**config.mk**
```make
export PLATFORM = sky130hd
export DESIGN_NAME = sspi_port
export DESIGN_NICKNAME = d
export VERILOG_FILES = /design/src/sspi_pkg.sv /design/src/sspi_sync.sv /design/src/sspi_port.sv
export VERILOG_INCLUDE_DIRS = /design/src
export SDC_FILE = /design/constraint.sdc
export NUM_CORES = 1
export LEC_CHECK = 0
export BUFFER_PORTS_ARGS = -buffer_cell sky130_fd_sc_hd__buf_2
export CORE_MARGIN = 1.5
export CORE_UTILIZATION = 35
export DETAILED_ROUTE_END_ITERATION = 7
export HOLD_SLACK_MARGIN = 0.12
export PLACE_DENSITY_LB_ADDON = 0.2
export RECOVER_POWER = 25
export SYNTH_ARGS = -nofsm -noshare
export SYNTH_HDL_FRONTEND = slang
export SYNTH_SLANG_ARGS = --single-unit
```
**constraint.sdc**
```tcl
create_clock -name MCLK_I -period 3.1 [get_ports MCLK_I]
set_input_delay 0.62 -clock MCLK_I [delete_from_list [all_inputs] [get_ports MCLK_I]]
set_output_delay 0.62 -clock MCLK_I [all_outputs]
set_load 0.01 [all_outputs]
```
**src/sspi_regs.svh**
```systemverilog
`ifndef SSPI_REGS_SVH
`define SSPI_REGS_SVH
// register offsets on the plain register port (8-bit address)
`define SSPI_OFS_CONTROL   8'h2C
`define SSPI_OFS_STATUS    8'h2D
`define SSPI_OFS_DATA      8'h2E
// control field positions
`define SSPI_CTL_IRQ_EN    7
`define SSPI_CTL_ENABLE    6
`define SSPI_CTL_ORDER     5
`define SSPI_CTL_ROLE      4
`define SSPI_CTL_POL       3
`define SSPI_CTL_PHA       2
`define SSPI_CTL_RATE_HI   1
`define SSPI_CTL_RATE_LO   0
// status field positions
`define SSPI_STA_DONE      7
`define SSPI_STA_WRITE_COLLISION_FLAG      6
`define SSPI_STA_DOUBLE    0
// reset values
`define SSPI_CONTROL_RST   8'h00
`define SSPI_DATA_RST      8'h00
// timing: half serial clock period in system clocks per rate code
`define SSPI_HALF_DIV4     7'd2
`define SSPI_HALF_DIV16    7'd8
`define SSPI_HALF_DIV64    7'd32
`define SSPI_HALF_DIV128   7'd64
`define SSPI_HALF_DIV2     7'd1
`define SSPI_HALF_DIV8     7'd4
`define SSPI_HALF_DIV32    7'd16
`define SSPI_BITS          4'd8
`endif

```
**src/sspi_pkg.sv**
```systemverilog
package sspi_pkg;
	typedef enum logic [2:0] {
		ST_IDLE  = 3'b001,
		ST_LEAD  = 3'b010,
		ST_TRAIL = 3'b100
	} sspi_state_t;
endpackage

```
**src/sspi_sync.sv**
```systemverilog
`timescale 1ns/100ps
`default_nettype none
// three-stage pin synchroniser; a change is taken when stages two and three
// agree, so a single-cycle glitch on stage two never passes
module sspi_sync (
	// clock and reset
	input  wire logic clk_i,
	input  wire logic rst_n_i,
	input  wire logic en_i,
	// pin and clean level
	input  wire logic pin_i,
	output var  logic level_o
);
	logic [2:0] stage;
	logic [2:0] next_stage;
	logic       next_level;

	// shift chain and agreement filter
	always_comb begin
		next_stage = {stage[1:0], pin_i};
		next_level = (stage[1] == stage[2]) ? stage[2] : level_o;
	end

	always_ff @(posedge clk_i or negedge rst_n_i) begin
		if (!rst_n_i) begin
			stage   <= 3'h7;
			level_o <= 1'b1;
		end else if (en_i) begin
			stage   <= next_stage;
			level_o <= next_level;
		end
	end
endmodule
`default_nettype wire

```
**src/sspi_port.sv**
```systemverilog
`timescale 1ns/100ps
`default_nettype none
`include "sspi_regs.svh"
// Functional notes
// - bit-order one sends least significant bit first, zero most first
// - role-select one means master, zero means slave
// - select pin low as input in master: drop role bit, set done flag
// - polarity one idles clock high, zero idles low
// - phase zero samples leading edge; phase one samples trailing edge
// - shift out and latch in on opposite edges; mode is pol*2+pha
// - master rate codes divide clock by 4, 16, 64, 128
// - rate bits are ignored in slave operation
// - double speed halves divisors to 2, 8, 32, 64
// - shortest master serial clock period is two system clocks
// - done flag sets when a transfer finishes
// - interrupt request while done flag, interrupt enable bit, global enable
// - done flag clears when the interrupt vector is taken
// - status read with done set then data access clears done
// - data write during a transfer sets collision flag
// - status read with collision set then data access clears both
// - status bits five to one read zero
// - data write starts transmission of the byte
// - data read returns the receive buffer
// - no serial operation unless port enable is one
// - slave select high in slave resets logic, drops partial byte
module sspi_port (
	// clock, reset, enable
	input  wire logic       MCLK_I,
	input  wire logic       RESET_N_I,
	input  wire logic       CLK_EN_I,
	// register port
	input  wire logic [7:0] ADDR_I,
	input  wire logic [7:0] WDATA_I,
	input  wire logic       WR_I,
	input  wire logic       RD_I,
	output var  logic [7:0] RDATA_O,
	// interrupt handshake with the core
	input  wire logic       GLOBAL_IRQ_EN_I,
	input  wire logic       IRQ_ACK_I,
	output var  logic       IRQ_O,
	// select pin direction, set by the port's pin configuration
	input  wire logic       SS_IS_INPUT_I,
	// serial pins: clock, master out, master in, select
	input  wire logic       SCK_I,
	output var  logic       SCK_O,
	output var  logic       SCK_OE_O,
	input  wire logic       MOSI_I,
	output var  logic       MOSI_O,
	output var  logic       MOSI_OE_O,
	input  wire logic       MISO_I,
	output var  logic       MISO_O,
	output var  logic       MISO_OE_O,
	input  wire logic       SS_N_I
);
	// synchronised pin levels
	logic sck_s, mosi_s, ss_n_s;

	sspi_sync u_sync_sck (.clk_i(MCLK_I), .rst_n_i(RESET_N_I),
		.en_i(CLK_EN_I), .pin_i(SCK_I), .level_o(sck_s));
	sspi_sync u_sync_mosi (.clk_i(MCLK_I), .rst_n_i(RESET_N_I),
		.en_i(CLK_EN_I), .pin_i(MOSI_I), .level_o(mosi_s));
	// the master reads its reply line directly: that line moves on our own
	// clock edge, and a three-stage delay would miss it at two clocks/bit
	sspi_sync u_sync_ss (.clk_i(MCLK_I), .rst_n_i(RESET_N_I),
		.en_i(CLK_EN_I), .pin_i(SS_N_I), .level_o(ss_n_s));

	// register state
	logic [7:0] control, next_control;
	logic       done, next_done;
	logic       write_collision_flag, next_write_collision_flag;
	logic       dbl, next_dbl;
	logic       armed, next_armed;
	logic [7:0] rx_buf, next_rx_buf;
	logic [7:0] rdata, next_rdata;
	logic       irq, next_irq;
	// shifter state
	sspi_pkg::sspi_state_t state, next_state;
	logic [7:0] shreg, next_shreg;
	logic [3:0] bitcnt, next_bitcnt;
	logic [6:0] divcnt, next_divcnt;
	logic       sck_q, next_sck_q;
	logic       out_bit, next_out_bit;
	logic       sck_prev, next_sck_prev;
	logic       fin;

	// decoded controls
	logic       enable, lsb_first, master, pol, pha;
	logic [6:0] half;
	logic       wr_data, acc_data, rd_stat, mode_fault, busy;
	logic       slave_sel, sck_rise, sck_fall, lead_edge, trail_edge;
	logic       in_bit, first_bit;

	always_comb begin
		enable    = control[`SSPI_CTL_ENABLE];
		lsb_first = control[`SSPI_CTL_ORDER];
		master    = control[`SSPI_CTL_ROLE];
		pol       = control[`SSPI_CTL_POL];
		pha       = control[`SSPI_CTL_PHA];
		wr_data   = WR_I && (ADDR_I == `SSPI_OFS_DATA);
		acc_data  = (WR_I || RD_I) && (ADDR_I == `SSPI_OFS_DATA);
		rd_stat   = RD_I && (ADDR_I == `SSPI_OFS_STATUS);
		busy      = (state != sspi_pkg::ST_IDLE);
		// another master pulls select low while we act as master
		mode_fault = enable && master && SS_IS_INPUT_I && !ss_n_s;
		slave_sel  = enable && !master && !ss_n_s;
		// external clock edges seen through the synchroniser
		sck_rise  = sck_s && !sck_prev;
		sck_fall  = !sck_s && sck_prev;
		lead_edge = pol ? sck_fall : sck_rise;
		trail_edge = pol ? sck_rise : sck_fall;
		in_bit    = master ? MISO_I : mosi_s;
		first_bit = lsb_first ? shreg[0] : shreg[7];
	end

	// half-period select; slave never consults the rate bits
	always_comb begin
		case ({dbl, control[`SSPI_CTL_RATE_HI], control[`SSPI_CTL_RATE_LO]})
		3'b000:  half = `SSPI_HALF_DIV4;
		3'b001:  half = `SSPI_HALF_DIV16;
		3'b010:  half = `SSPI_HALF_DIV64;
		3'b011:  half = `SSPI_HALF_DIV128;
		3'b100:  half = `SSPI_HALF_DIV2;
		3'b101:  half = `SSPI_HALF_DIV8;
		3'b110:  half = `SSPI_HALF_DIV32;
		default: half = `SSPI_HALF_DIV64;
		endcase
	end

	// shift engine: stays in ST_LEAD for the whole byte, ST_TRAIL never entered; eight bits per byte
	always_comb begin
		next_state    = state;
		next_shreg    = shreg;
		next_bitcnt   = bitcnt;
		next_divcnt   = divcnt;
		next_sck_q    = sck_q;
		next_out_bit  = out_bit;
		next_sck_prev = sck_s;
		fin           = 1'b0;
		case (state)
		sspi_pkg::ST_IDLE: begin
			next_sck_q  = pol;
			next_divcnt = 7'd1;
			next_bitcnt = 4'd0;
			// a byte written while unselected waits for the master
			if (wr_data && enable) begin
				next_shreg   = WDATA_I;
				next_out_bit = lsb_first ? WDATA_I[0] : WDATA_I[7];
				if (master || slave_sel) begin
					next_state = sspi_pkg::ST_LEAD;
				end
			end else if (slave_sel && lead_edge) begin
				// external master began without a fresh byte; the first
				// edge already carries a bit, so act on it here
				next_state = sspi_pkg::ST_LEAD;
				if (pha) begin
					next_out_bit = first_bit;
				end else begin
					next_shreg = lsb_first ? {in_bit, shreg[7:1]}
						: {shreg[6:0], in_bit};
				end
			end else if (slave_sel && !pha) begin
				next_out_bit = first_bit;
			end
		end
		sspi_pkg::ST_LEAD, sspi_pkg::ST_TRAIL: begin
			if (master) begin
				// master paces edges from its divider
				if (divcnt == half) begin
					next_divcnt = 7'd1;
					next_sck_q  = !sck_q;
					// leading edge leaves idle level, trailing returns
					if (sck_q == pol) begin
						if (pha) begin
							next_out_bit = first_bit;
						end else begin
							next_shreg = lsb_first ? {in_bit, shreg[7:1]}
								: {shreg[6:0], in_bit};
						end
					end else begin
						next_bitcnt = bitcnt + 4'd1;
						if (pha) begin
							next_shreg = lsb_first ? {in_bit, shreg[7:1]}
								: {shreg[6:0], in_bit};
						end else begin
							next_out_bit = lsb_first ? shreg[0] : shreg[7];
						end
						if (bitcnt == `SSPI_BITS - 4'd1) begin
							fin = 1'b1;
						end
					end
				end else begin
					next_divcnt = divcnt + 7'd1;
				end
			end else begin
				// slave follows the external clock; opposite edges
				if (lead_edge) begin
					if (pha) begin
						next_out_bit = first_bit;
					end else begin
						next_shreg = lsb_first ? {in_bit, shreg[7:1]}
							: {shreg[6:0], in_bit};
					end
				end
				if (trail_edge) begin
					next_bitcnt = bitcnt + 4'd1;
					if (pha) begin
						next_shreg = lsb_first ? {in_bit, shreg[7:1]}
							: {shreg[6:0], in_bit};
					end else begin
						next_out_bit = lsb_first ? shreg[0] : shreg[7];
					end
					if (bitcnt == `SSPI_BITS - 4'd1) begin
						fin = 1'b1;
					end
				end
			end
			if (fin) begin
				next_state = sspi_pkg::ST_IDLE;
				next_sck_q = pol;
			end
			// select released or lost: abandon the byte at once
			if (!enable || mode_fault || (!master && ss_n_s)) begin
				next_state  = sspi_pkg::ST_IDLE;
				next_bitcnt = 4'd0;
				next_sck_q  = pol;
				fin         = 1'b0;
			end
		end
		default: next_state = sspi_pkg::ST_IDLE;
		endcase
	end

	// register file; hardware set wins over any clear in the same cycle
	always_comb begin
		next_control = control;
		next_dbl     = dbl;
		next_done    = done;
		next_write_collision_flag    = write_collision_flag;
		next_armed   = armed;
		next_rx_buf  = fin ? next_shreg : rx_buf;
		next_rdata   = 8'h00;
		if (WR_I && ADDR_I == `SSPI_OFS_CONTROL) begin
			next_control = WDATA_I;
		end
		if (WR_I && ADDR_I == `SSPI_OFS_STATUS) begin
			next_dbl = WDATA_I[`SSPI_STA_DOUBLE];
		end
		if (RD_I) begin
			if (ADDR_I == `SSPI_OFS_CONTROL) begin
				next_rdata = control;
			end else if (ADDR_I == `SSPI_OFS_STATUS) begin
				next_rdata = {done, write_collision_flag, 5'h00, dbl};
			end else if (ADDR_I == `SSPI_OFS_DATA) begin
				next_rdata = rx_buf;
			end
		end
		if (rd_stat && (done || write_collision_flag)) begin
			next_armed = 1'b1;
		end else if (acc_data && armed) begin
			next_armed = 1'b0;
			next_done  = 1'b0;
			next_write_collision_flag  = 1'b0;
		end
		if (IRQ_ACK_I) begin
			next_done = 1'b0;
		end
		if (mode_fault) begin
			next_control[`SSPI_CTL_ROLE] = 1'b0;
		end
		if (fin || mode_fault) begin
			next_done = 1'b1;
		end
		if (wr_data && busy) begin
			next_write_collision_flag = 1'b1;
		end
		next_irq = next_done && next_control[`SSPI_CTL_IRQ_EN]
			&& GLOBAL_IRQ_EN_I;
	end

	always_ff @(posedge MCLK_I or negedge RESET_N_I) begin
		if (!RESET_N_I) begin
			control  <= `SSPI_CONTROL_RST;
			dbl      <= 1'b0;
			done     <= 1'b0;
			write_collision_flag     <= 1'b0;
			armed    <= 1'b0;
			rx_buf   <= `SSPI_DATA_RST;
			rdata    <= 8'h00;
			irq      <= 1'b0;
			state    <= sspi_pkg::ST_IDLE;
			shreg    <= `SSPI_DATA_RST;
			bitcnt   <= 4'd0;
			divcnt   <= 7'd1;
			sck_q    <= 1'b0;
			out_bit  <= 1'b0;
			sck_prev <= 1'b1;
		end else if (CLK_EN_I) begin
			control  <= next_control;
			dbl      <= next_dbl;
			done     <= next_done;
			write_collision_flag     <= next_write_collision_flag;
			armed    <= next_armed;
			rx_buf   <= next_rx_buf;
			rdata    <= next_rdata;
			irq      <= next_irq;
			state    <= next_state;
			shreg    <= next_shreg;
			bitcnt   <= next_bitcnt;
			divcnt   <= next_divcnt;
			sck_q    <= next_sck_q;
			out_bit  <= next_out_bit;
			sck_prev <= next_sck_prev;
		end
	end

	// pin drive registered; master drives clock and data out, slave
	// drives its reply line only while selected
	logic next_sck_oe, next_mosi_oe, next_miso_oe;
	always_comb begin
		next_sck_oe  = next_control[`SSPI_CTL_ENABLE]
			&& next_control[`SSPI_CTL_ROLE];
		next_mosi_oe = next_sck_oe;
		next_miso_oe = next_control[`SSPI_CTL_ENABLE]
			&& !next_control[`SSPI_CTL_ROLE] && !ss_n_s;
	end

	always_ff @(posedge MCLK_I or negedge RESET_N_I) begin
		if (!RESET_N_I) begin
			SCK_O     <= 1'b0;
			SCK_OE_O  <= 1'b0;
			MOSI_O    <= 1'b0;
			MOSI_OE_O <= 1'b0;
			MISO_O    <= 1'b0;
			MISO_OE_O <= 1'b0;
			RDATA_O   <= 8'h00;
			IRQ_O     <= 1'b0;
		end else if (CLK_EN_I) begin
			SCK_O     <= next_sck_q;
			SCK_OE_O  <= next_sck_oe;
			MOSI_O    <= next_out_bit;
			MOSI_OE_O <= next_mosi_oe;
			MISO_O    <= next_out_bit;
			MISO_OE_O <= next_miso_oe;
			RDATA_O   <= next_rdata;
			IRQ_O     <= next_irq;
		end
	end
endmodule
`default_nettype wire

```
# == Yosys cells after proc, flatten, opt, wreduce, memory -nomap -nowiden ==
# Cells that the tools add are included.
# word_totals
reg_bits,68
inputBits,28
output_inout_bits,15
word_cells,185
# classes
n_eq_ne,31
add_sub_neg,2
n_mux,72
n_reduce_logical,56
# op_table
cell,n
two-way mux 8 bit,16
one-hot mux 7 bit (6 select lines),1
two-way mux 1 bit,37
"!= test 4 bit, second input constant",7
"equality test 8 x 6 -> 1 bit, second input constant",3
logical AND 1 bit,24
two-way mux 4 bit,5
one-hot mux 8 bit (2 select lines),1
two-way mux 3 bit,5
two-way mux 7 bit,2
one-hot mux 7 bit (2 select lines),1
AND reduction 2 bit,7
"equality test 3 bit, second input constant",4
"!= test 3 bit, second input constant",4
AND reduction 5 bit,2
zero test 1 bit,8
one-hot mux 4 bit (2 select lines),1
AND reduction 4 bit,2
"adder 7 x 1 -> 7 bit, second input constant",1
equality test 7 bit,1
"equality test 3 x 1 -> 1 bit, second input constant",2
"equality test 3 x 2 -> 1 bit, second input constant",2
logical OR 1 bit,6
one-hot mux 3 bit (2 select lines),1
other kinds (11),18

# == Longest topological paths before layout ==
# Gate-level depths: netlist (run 1).
# depth
ltp_word,12
ltp_mapped,10
ltp_nobuf,8

# == Cells and area by module ==
# Synthesis (run 1) repeated with hierarchy kept, for this count alone.
# hier_totals
cells_unflattened,480
area_unflattened_um2,4485.6
# by_module_without_submodules
module,cells_each,instances,seq_area_each_um2,area_each_um2
sspi_port,444,1,1380.1,4005.1
sspi_sync,12,3,105.1,160.2

# == Least setup slack after synthesis (run 1) ==
# No wires, ideal clock.
# synth_path
kind,input port to flip-flop
from,input ADDR_I[7]
to,register control[0]
stages,5
arrival_ns,2.267
slack_ns,0.708
required_ns,2.975
setup_time_ns,0.125
path_buffers,0
cell_sequence,or2_1 or2_2 or3_1 nor2_1 mux2_2
# synth_between
elab_chain_len,3
# synth_rtl
element,line,rtl
start: declaration,sspi_port.sv:32,"input wire logic [7:0] ADDR_I,"
equality test 8 x 6 -> 1 bit (no source line),--,
logical AND 1 bit (no source line),--,
AND reduction 2 bit (no source line),--,
end signal: assignment,sspi_port.sv:282,control <= `SSPI_CONTROL_RST;
end signal: assignment,sspi_port.sv:298,control <= next_control;
end: declaration,sspi_port.sv:68,"logic [7:0] control, next_control;"
# No other way between the ends.
# A chain may end at the register's enable or synchronous reset.

# == Final worst setup path (run 1) ==
# layout_path
from,register control[3]
to,register shreg[7]
# layout_between
elab_chain_len,6
word_cells_on_any_way,13
cone_classes,1 x eq/ne; 11 x mux; 1 x reduce/logical
# layout_rtl
element,line,rtl
two-way mux 1 bit,sspi_port.sv:109,lead_edge = pol ? sck_fall : sck_rise;
two-way mux 8 bit,sspi_port.sv:196,if (lead_edge) begin
two-way mux 8 bit,sspi_port.sv:206,if (pha) begin
two-way mux 8 bit,sspi_port.sv:204,if (trail_edge) begin
two-way mux 8 bit,sspi_port.sv:166,if (master) begin
one-hot mux 8 bit (2 select lines) *,sspi_port.sv:139,case (state)
end signal: assignment,sspi_port.sv:291,shreg <= `SSPI_DATA_RST;
end signal: assignment,sspi_port.sv:307,shreg <= next_shreg;
end: declaration,sspi_port.sv:78,"logic [7:0] shreg, next_shreg;"
# Mark *: on every way between the ends. The rest lies on a longest branch, timed or not.

==> results.cfg, run 1 <==
[status]
outcome = complete, no violations

[job]
drv_cap = 0

[drt]
drc = 0
drt_iter0_markers = 231
ant_nets = 0
post_drt_wl_per_cell_um = 18.0
firstDrtPassIters = 5
routed_wl_um = 12000
viasPerCell = 5.74
routed-via-count = 3826

[timing]
tightest_slew_ps = 1400
rsz0062_at_grt = no
setup_viol = 0
hold_viol = 0
skew_ps = 5.30
fmax_mhz = 389
relSlewSlack_pct = 6.83
layout_min_cycle_time_ps = 2570
post-route-period-util_pct = 83.0
finalSetupTns_ps = 0
setup_ws_ps = 528
slew_violations = 0

[synthesis]
synthCells = 474
ys_seq_area_share_pct = 39.4
syn_nets = 506
syn_area_per_cell_um2 = 9.08
synth_edf_count = 0
yosys_warnings = 0
netlist_area_mm2 = 0.00430
async_flop_share_pct = 100
synth_cell_types = 71
ys.flop_type = dfrtp_1
yosys_register_bits = 67

[global_route]
grt_usage_pct = 19.8
overflow = 0
antenna_found_initial = 0
grt_first_pass_wirelength_um = 19800
grt_pass1_vias = 3805
grt_max_degree = 31

[pwr]
pwr-share-seq_pct = 37.2
power_density_mw_per_mm2 = 609
p_comb_share_pct = 30.2
p_sw_share_pct = 36.8
total_power_mw = 3.02
switchingPower_mw = 1.11
power.leakage_nw = 2.08
p_int_mw = 1.91
p_clk_share_pct = 32.6
vdd_drop_max_mv = 0.323

[finish]
regArea_mm2 = 0.00170
fin_nets = 547
multi_input_area_mm2 = 0.00236
n_fill_cell = 1229
num_antenna_cells = 0
layout-drive-gt1-share_pct = 22.7
area_delta_synth_final_pct = 15.3

[worst_setup_path]
required_ps = 3330
cpPeakStageDelay_ps = 520
crit_chain = or3b_4 -> a2111oi_4 -> buf_4 -> mux2i_1 -> o21ai_0 -> a221o_1 -> a22o_1
arrival_ps = 2800
slowest_stage = dfrtp_1
start_kind = flip-flop
cp_max_fo = 12
worstSetupEndpointType = flip-flop
critPathKind = flip-flop to flip-flop

[clock_tree]
cts_root_buf = clkbuf_16
cts_setup_buffers = 0
numCtsBuffers = 9
cts_sinks = 67
htree_levels = 3
cts_tree = yes
hold_buffers = 0
clk_pin_slew_ps = 60
clockBufferDepth = 2
cts-resized-gates = 0
clk-insertion-delay-late_ps = 340

[place]
dp_hpwl_um = 9050
port_buffers = 42
dp_slack_ps = 548
place.gp.congestion = 0.911

[floorplan]
start_util_pct = 35.8
coreArea_mm2 = 0.0120
die_h_um = 114
num_io_pins = 43
fp.dieW_um = 114
rows = 40
dieArea_mm2 = 0.0130

[hold_path]
hp-class = flip-flop to flip-flop
==> per-stage QoR <==
stage / cell area, um^2 / hold slack, ps / util (%) / cells
after global routing: 4960 / 502 / 41.3 / 667
after detailed placement: 4680 / 496 / 39.0 / 651
after floorplan: 4300 / 324 / - / 474
after CTS: 4970 / 306 / 41.4 / 667
final: 4960 / 505 / 41.3 / 667
after global placement: 4680 / 488 / 39.0 / 651
==> logic make-up after synthesis <==
group,count (synthesis),synth area share [%]
AND/OR/NAND/NOR,153,18.2
XOR/XNOR,6,1.22
flip-flops,67,39.4
multiplexers,39,9.77
buffers and inverters,58,5.76
adder cells (fa/ha/maj),4,1.16
AO/OA/AOI/OAI,147,24.5
==> cell usage in the layout (no fill, tap or decap), drive strengths merged, types with 3 or more instances in the layout <==
cell and instances:
buf 55, dfrtp 52, nand2 48, nor2 36, o21ai 33, inv 32, mux2 24, a21oi 23
mux2i 15, dfstp 15, clkbuf 13, nor2b 12, nand3 11, o22ai 9, nand2b 8, a31oi 7
a221o 7, a21o 6, a222oi 6, o221ai 6, or2 6, a22oi 5, o211ai 5, and3 5
o2bb2ai 5, nor3b 4, xnor2 4, o2111ai 4, o31ai 4, a211o 4, ha 4, and2 4
clkinv 4, a22o 3, nor3 3, nor4 3
==> registers in the layout, indices dropped and copies added (netlist names), 2 cells and up <==
name	cells
divcnt	7
RDATA_O	8
u_sync_ss.stage	3
rx_buf	8
u_sync_mosi.stage	3
shreg	8
u_sync_sck.stage	3
state	2
bitcnt	4
control	8
==> cells in the mapped netlist (4+ instances only) <==
cell,number,area (um^2)
a221o_1,7,70.1
nor3b_1,4,30.0
mux2i_1,15,150
o22ai_1,9,56.3
nor2_1,35,131
nand2_1,48,180
ha_1,4,50.1
clkbuf_1,17,63.8
a21o_1,6,45.0
o21ai_0,26,130
a211o_1,4,35.0
o221ai_1,6,52.6
and3_1,5,31.3
buf_2,6,30.0
a21oi_1,23,115
o2bb2ai_1,5,43.8
nor2b_1,12,75.1
a22oi_1,5,37.5
xnor2_1,4,35.0
o211ai_1,5,37.5
o21ai_1,7,35.0
dfstp_2,15,394
a31oi_1,7,43.8
dfrtp_1,52,1300
mux2_2,21,236
nand2b_1,8,50.1
inv_1,30,113
o31ai_1,4,30.0
o2111ai_1,4,35.0
a222oi_1,6,60.1
nand3_1,11,55.1
==> routing by layer <==
| layer | wire length (um) | global-route usage [%] |
|---|---|---|
| met1 | 5540 | 26.0 |
| met3 | 566 | 3.61 |
| met2 | 5470 | 31.0 |
| met4 | 455 | 10.4 |
| met5 | 0 | 0 |
==> power by group through the flow <==
stage               registers [mW]  clock network, mW  logic, mW
global route                  1.14               1.04       1.01
global placement              1.14                  0      0.894
CTS                           1.12               1.01      0.907
floorplan                     1.10                  0      0.633
finish                        1.12              0.985      0.911
detailed placement            1.14                  0      0.903
==> path summary, 6_finish.rpt <==
check / from / slack [ps] / cells after the start / endpoint
min in group asynchronous: RESET_N_I / 590 / 1 / bitcnt[0]
worst min-delay path: armed / 510 / 2 / armed
max in group asynchronous: RESET_N_I / 830 / 2 / shreg[6]
worst max-delay path: control[3] / 530 / 7 / shreg[7]
worst min register to register: armed / 510 / 2 / armed
worst max register to register: control[3] / 530 / 7 / shreg[7]
==> area by class of cell <==
class / instances / area share (%)
clock inverter: 6 / 0.984
tap: 147 / 3.71
inverter: 30 / 2.27
sequential: 67 / 34.2
clock buffer: 10 / 4.82
multi-input combinational: 349 / 47.6
timing repair buffer: 58 / 6.48
==> critical path: cells and delay by family (launching register included) <==
| kind | cells | cell delay, ps |
|---|---|---|
| and+or+nand+nor | 1 | 470 |
| muxes | 1 | 210 |
| AOI/OAI and AO/OA | 4 | 970 |
| buffers and inverters | 1 | 280 |
| DFF | 1 | 520 |
Power figures use the tool's default switching activity.
==> run 2, diff against run 1 <==
==> constraint.sdc (replaced) <==
create_clock -name MCLK_I -period 2.6 [get_ports MCLK_I]
set_input_delay 0.52 -clock MCLK_I [delete_from_list [all_inputs] [get_ports MCLK_I]]
set_output_delay 0.52 -clock MCLK_I [all_outputs]
set_load 0.01 [all_outputs]
==> run 2 against run 1 <==
  * Sequential power rose by 18%
  * Critical endpoint is now shreg[6]
  * Wire length decreased by 0.12%
  * Clock-buffer cell count shrank 1
  * Sequential share of layout area is 1.0 points lower
  * Global-route usage rose by 0.39 points
  * Total power rose by 26%
  * Maximum frequency rose by 3.9%
  * Critical path depth up 1
  * Register-to-register slack worse by 400 ps
==> results.cfg, run 2 (synthesized netlist as in run 1, its figures left out) <==
[drt]
firstDrtPassIters = 5
ant_nets = 0
routed_wl_um = 12000
routed-via-count = 3850
post_drt_wl_per_cell_um = 17.6
viasPerCell = 5.63
drc = 0
drt_iter0_markers = 269

[timing]
hold_viol = 0
setup_viol = 0
rsz0062_at_grt = no
post-route-period-util_pct = 95.2
layout_min_cycle_time_ps = 2480
slew_violations = 0
finalSetupTns_ps = 0
setup_ws_ps = 124
skew_ps = 7.97
whs_ps = 405
relSlewSlack_pct = 12.4
tightest_slew_ps = 1310
fmax_mhz = 404

[global_route]
overflow = 0
antenna_found_initial = 0
grt_pass1_vias = 3763
grt_usage_pct = 20.2
grt_first_pass_wirelength_um = 20000
grt_max_degree = 29

[finish]
num_antenna_cells = 0
fin_nets = 564
most-common-layout-cells = dfrtp_1 (49), nand2_1 (48), buf_2 (41)
layout-drive-gt1-share_pct = 26.1
mostFrequentLayoutCell = dfrtp_1
area_delta_synth_final_pct = 19.1
instances_no_fill = 684
fin_util_pct = 42.6

[worst_setup_path]
arrival_ps = 2700
rr_worst_depth = 8
required_ps = 2820
r2r_end = shreg[6]
crit_buf_inv = 1
r2r_setup_slack_ps = 120
crit_family = compound AO/OA/AOI/OAI gates
cp_max_fo = 12
start_kind = flip-flop
worstSetupEndpointType = flip-flop
crit_top_cell = nor2_1
critPathKind = flip-flop to flip-flop
cpPeakStageDelay_ps = 570
slowest_stage = dfstp_2
crit_chain = or3b_4 -> a2111oi_4 -> buf_12 -> mux2i_1 -> nor2_1 -> a21oi_1 -> nor2_1 -> a221o_1
reg2reg_from = u_sync_sck.level_o

[pwr]
vdd_drop_max_mv = 0.296
power_density_mw_per_mm2 = 741
power.leakage_nw = 2.17

[floorplan]
die_h_um = 114
coreArea_mm2 = 0.0120
fp.dieW_um = 114
dieArea_mm2 = 0.0130
rows = 40
num_io_pins = 43
start_util_pct = 35.8

[place]
dp_hpwl_um = 9150
dpl.cell_count = 668
port_buffers = 42
dp_slack_ps = 136
place.gp.congestion = 0.890

[hold_path]
min_to = u_sync_ss.stage[0]
hp-class = primary input to flip-flop
hold_start = SS_N_I
hold_depth = 2

[clock_tree]
clk-insertion-delay-late_ps = 350
clk_pin_slew_ps = 60
htree_levels = 3
cts_setup_buffers = 0
cts_tree = yes
numCtsBuffers = 9
cts_sinks = 67
cts_root_buf = clkbuf_16
clockBufferDepth = 2
hold_buffers = 0

[job]
drv_cap = 0

[status]
outcome = complete, no violations
-- run 2: cell count changes in the layout (fill, tap and decap cells not counted), sizes merged --
cell      before  now
bufinv         0    1
buf           55   73
clkinv         4    2
clkbuf        13   11
clkinvlp       0    2
-- run 2: layout make-up --
cell class,count,area [um^2]
well taps,147,184
fillers,1231,6890
clock buffers,9,225
multi-input cells,349,2360
flip-flops and latches,67,1700
repair buffers,75,467
clock inverters,7,76.3
inverters,30,113
-- run 2: repair_timing --
| item | 4_1_cts | 5_1_grt |
|---|---|---|
| gates resized for setup | 0 | 3 |
| setup endpoints to repair | 0 | 11 |
| hold endpoints to repair | 0 | 0 |
-- run 2: worst reg2reg max path: stages, from the launching register on --
cell and delay, ps:
dfstp_2 570, or3b_4 410, a2111oi_4 410, buf_12 190, mux2i_1 240, nor2_1 60, a21oi_1 150, nor2_1 60
a221o_1 260
-- run 2: worst max path at each step --
stage | endpoint | from | cells after the start | slack [ps]
floorplan | shreg[3] | u_sync_sck.level_o | 8 | 240
global placement | shreg[6] | u_sync_sck.level_o | 8 | 170
detailed placement | shreg[6] | u_sync_sck.level_o | 8 | 140
CTS | shreg[6] | u_sync_sck.level_o | 8 | 110
global route | shreg[7] | dbl | 8 | 20
finish | shreg[6] | u_sync_sck.level_o | 8 | 120
-- run 2: routing by layer --
metal / track usage [%] / vias up / share of wire, %
li1: - / 1860 / -
met1: 27.5 / 1897 / 48
met2: 31.3 / 77 / 47
met3: 3.45 / 16 / 3.2
met4: 9.33 / 0 / 2.4
met5: 0 / - / 0
-- run 2: power breakdown --
group	leakage, nW	total, mW	switching [mW]	internal, mW
combinational	1.17	1.22	0.737	0.486
sequential	0.858	1.32	0.125	1.20
clock	0.142	1.25	0.502	0.748
total	2.17	3.80	1.36	2.43
-- run 2: stage by stage --
stage                     total power, mW  area (um^2)
final                                3.80         5120
after global routing                 4.02         5120
after CTS                            3.83         5130
after detailed placement             2.55         4830
after global placement               2.53         4830
after floorplan                      2.06         4300
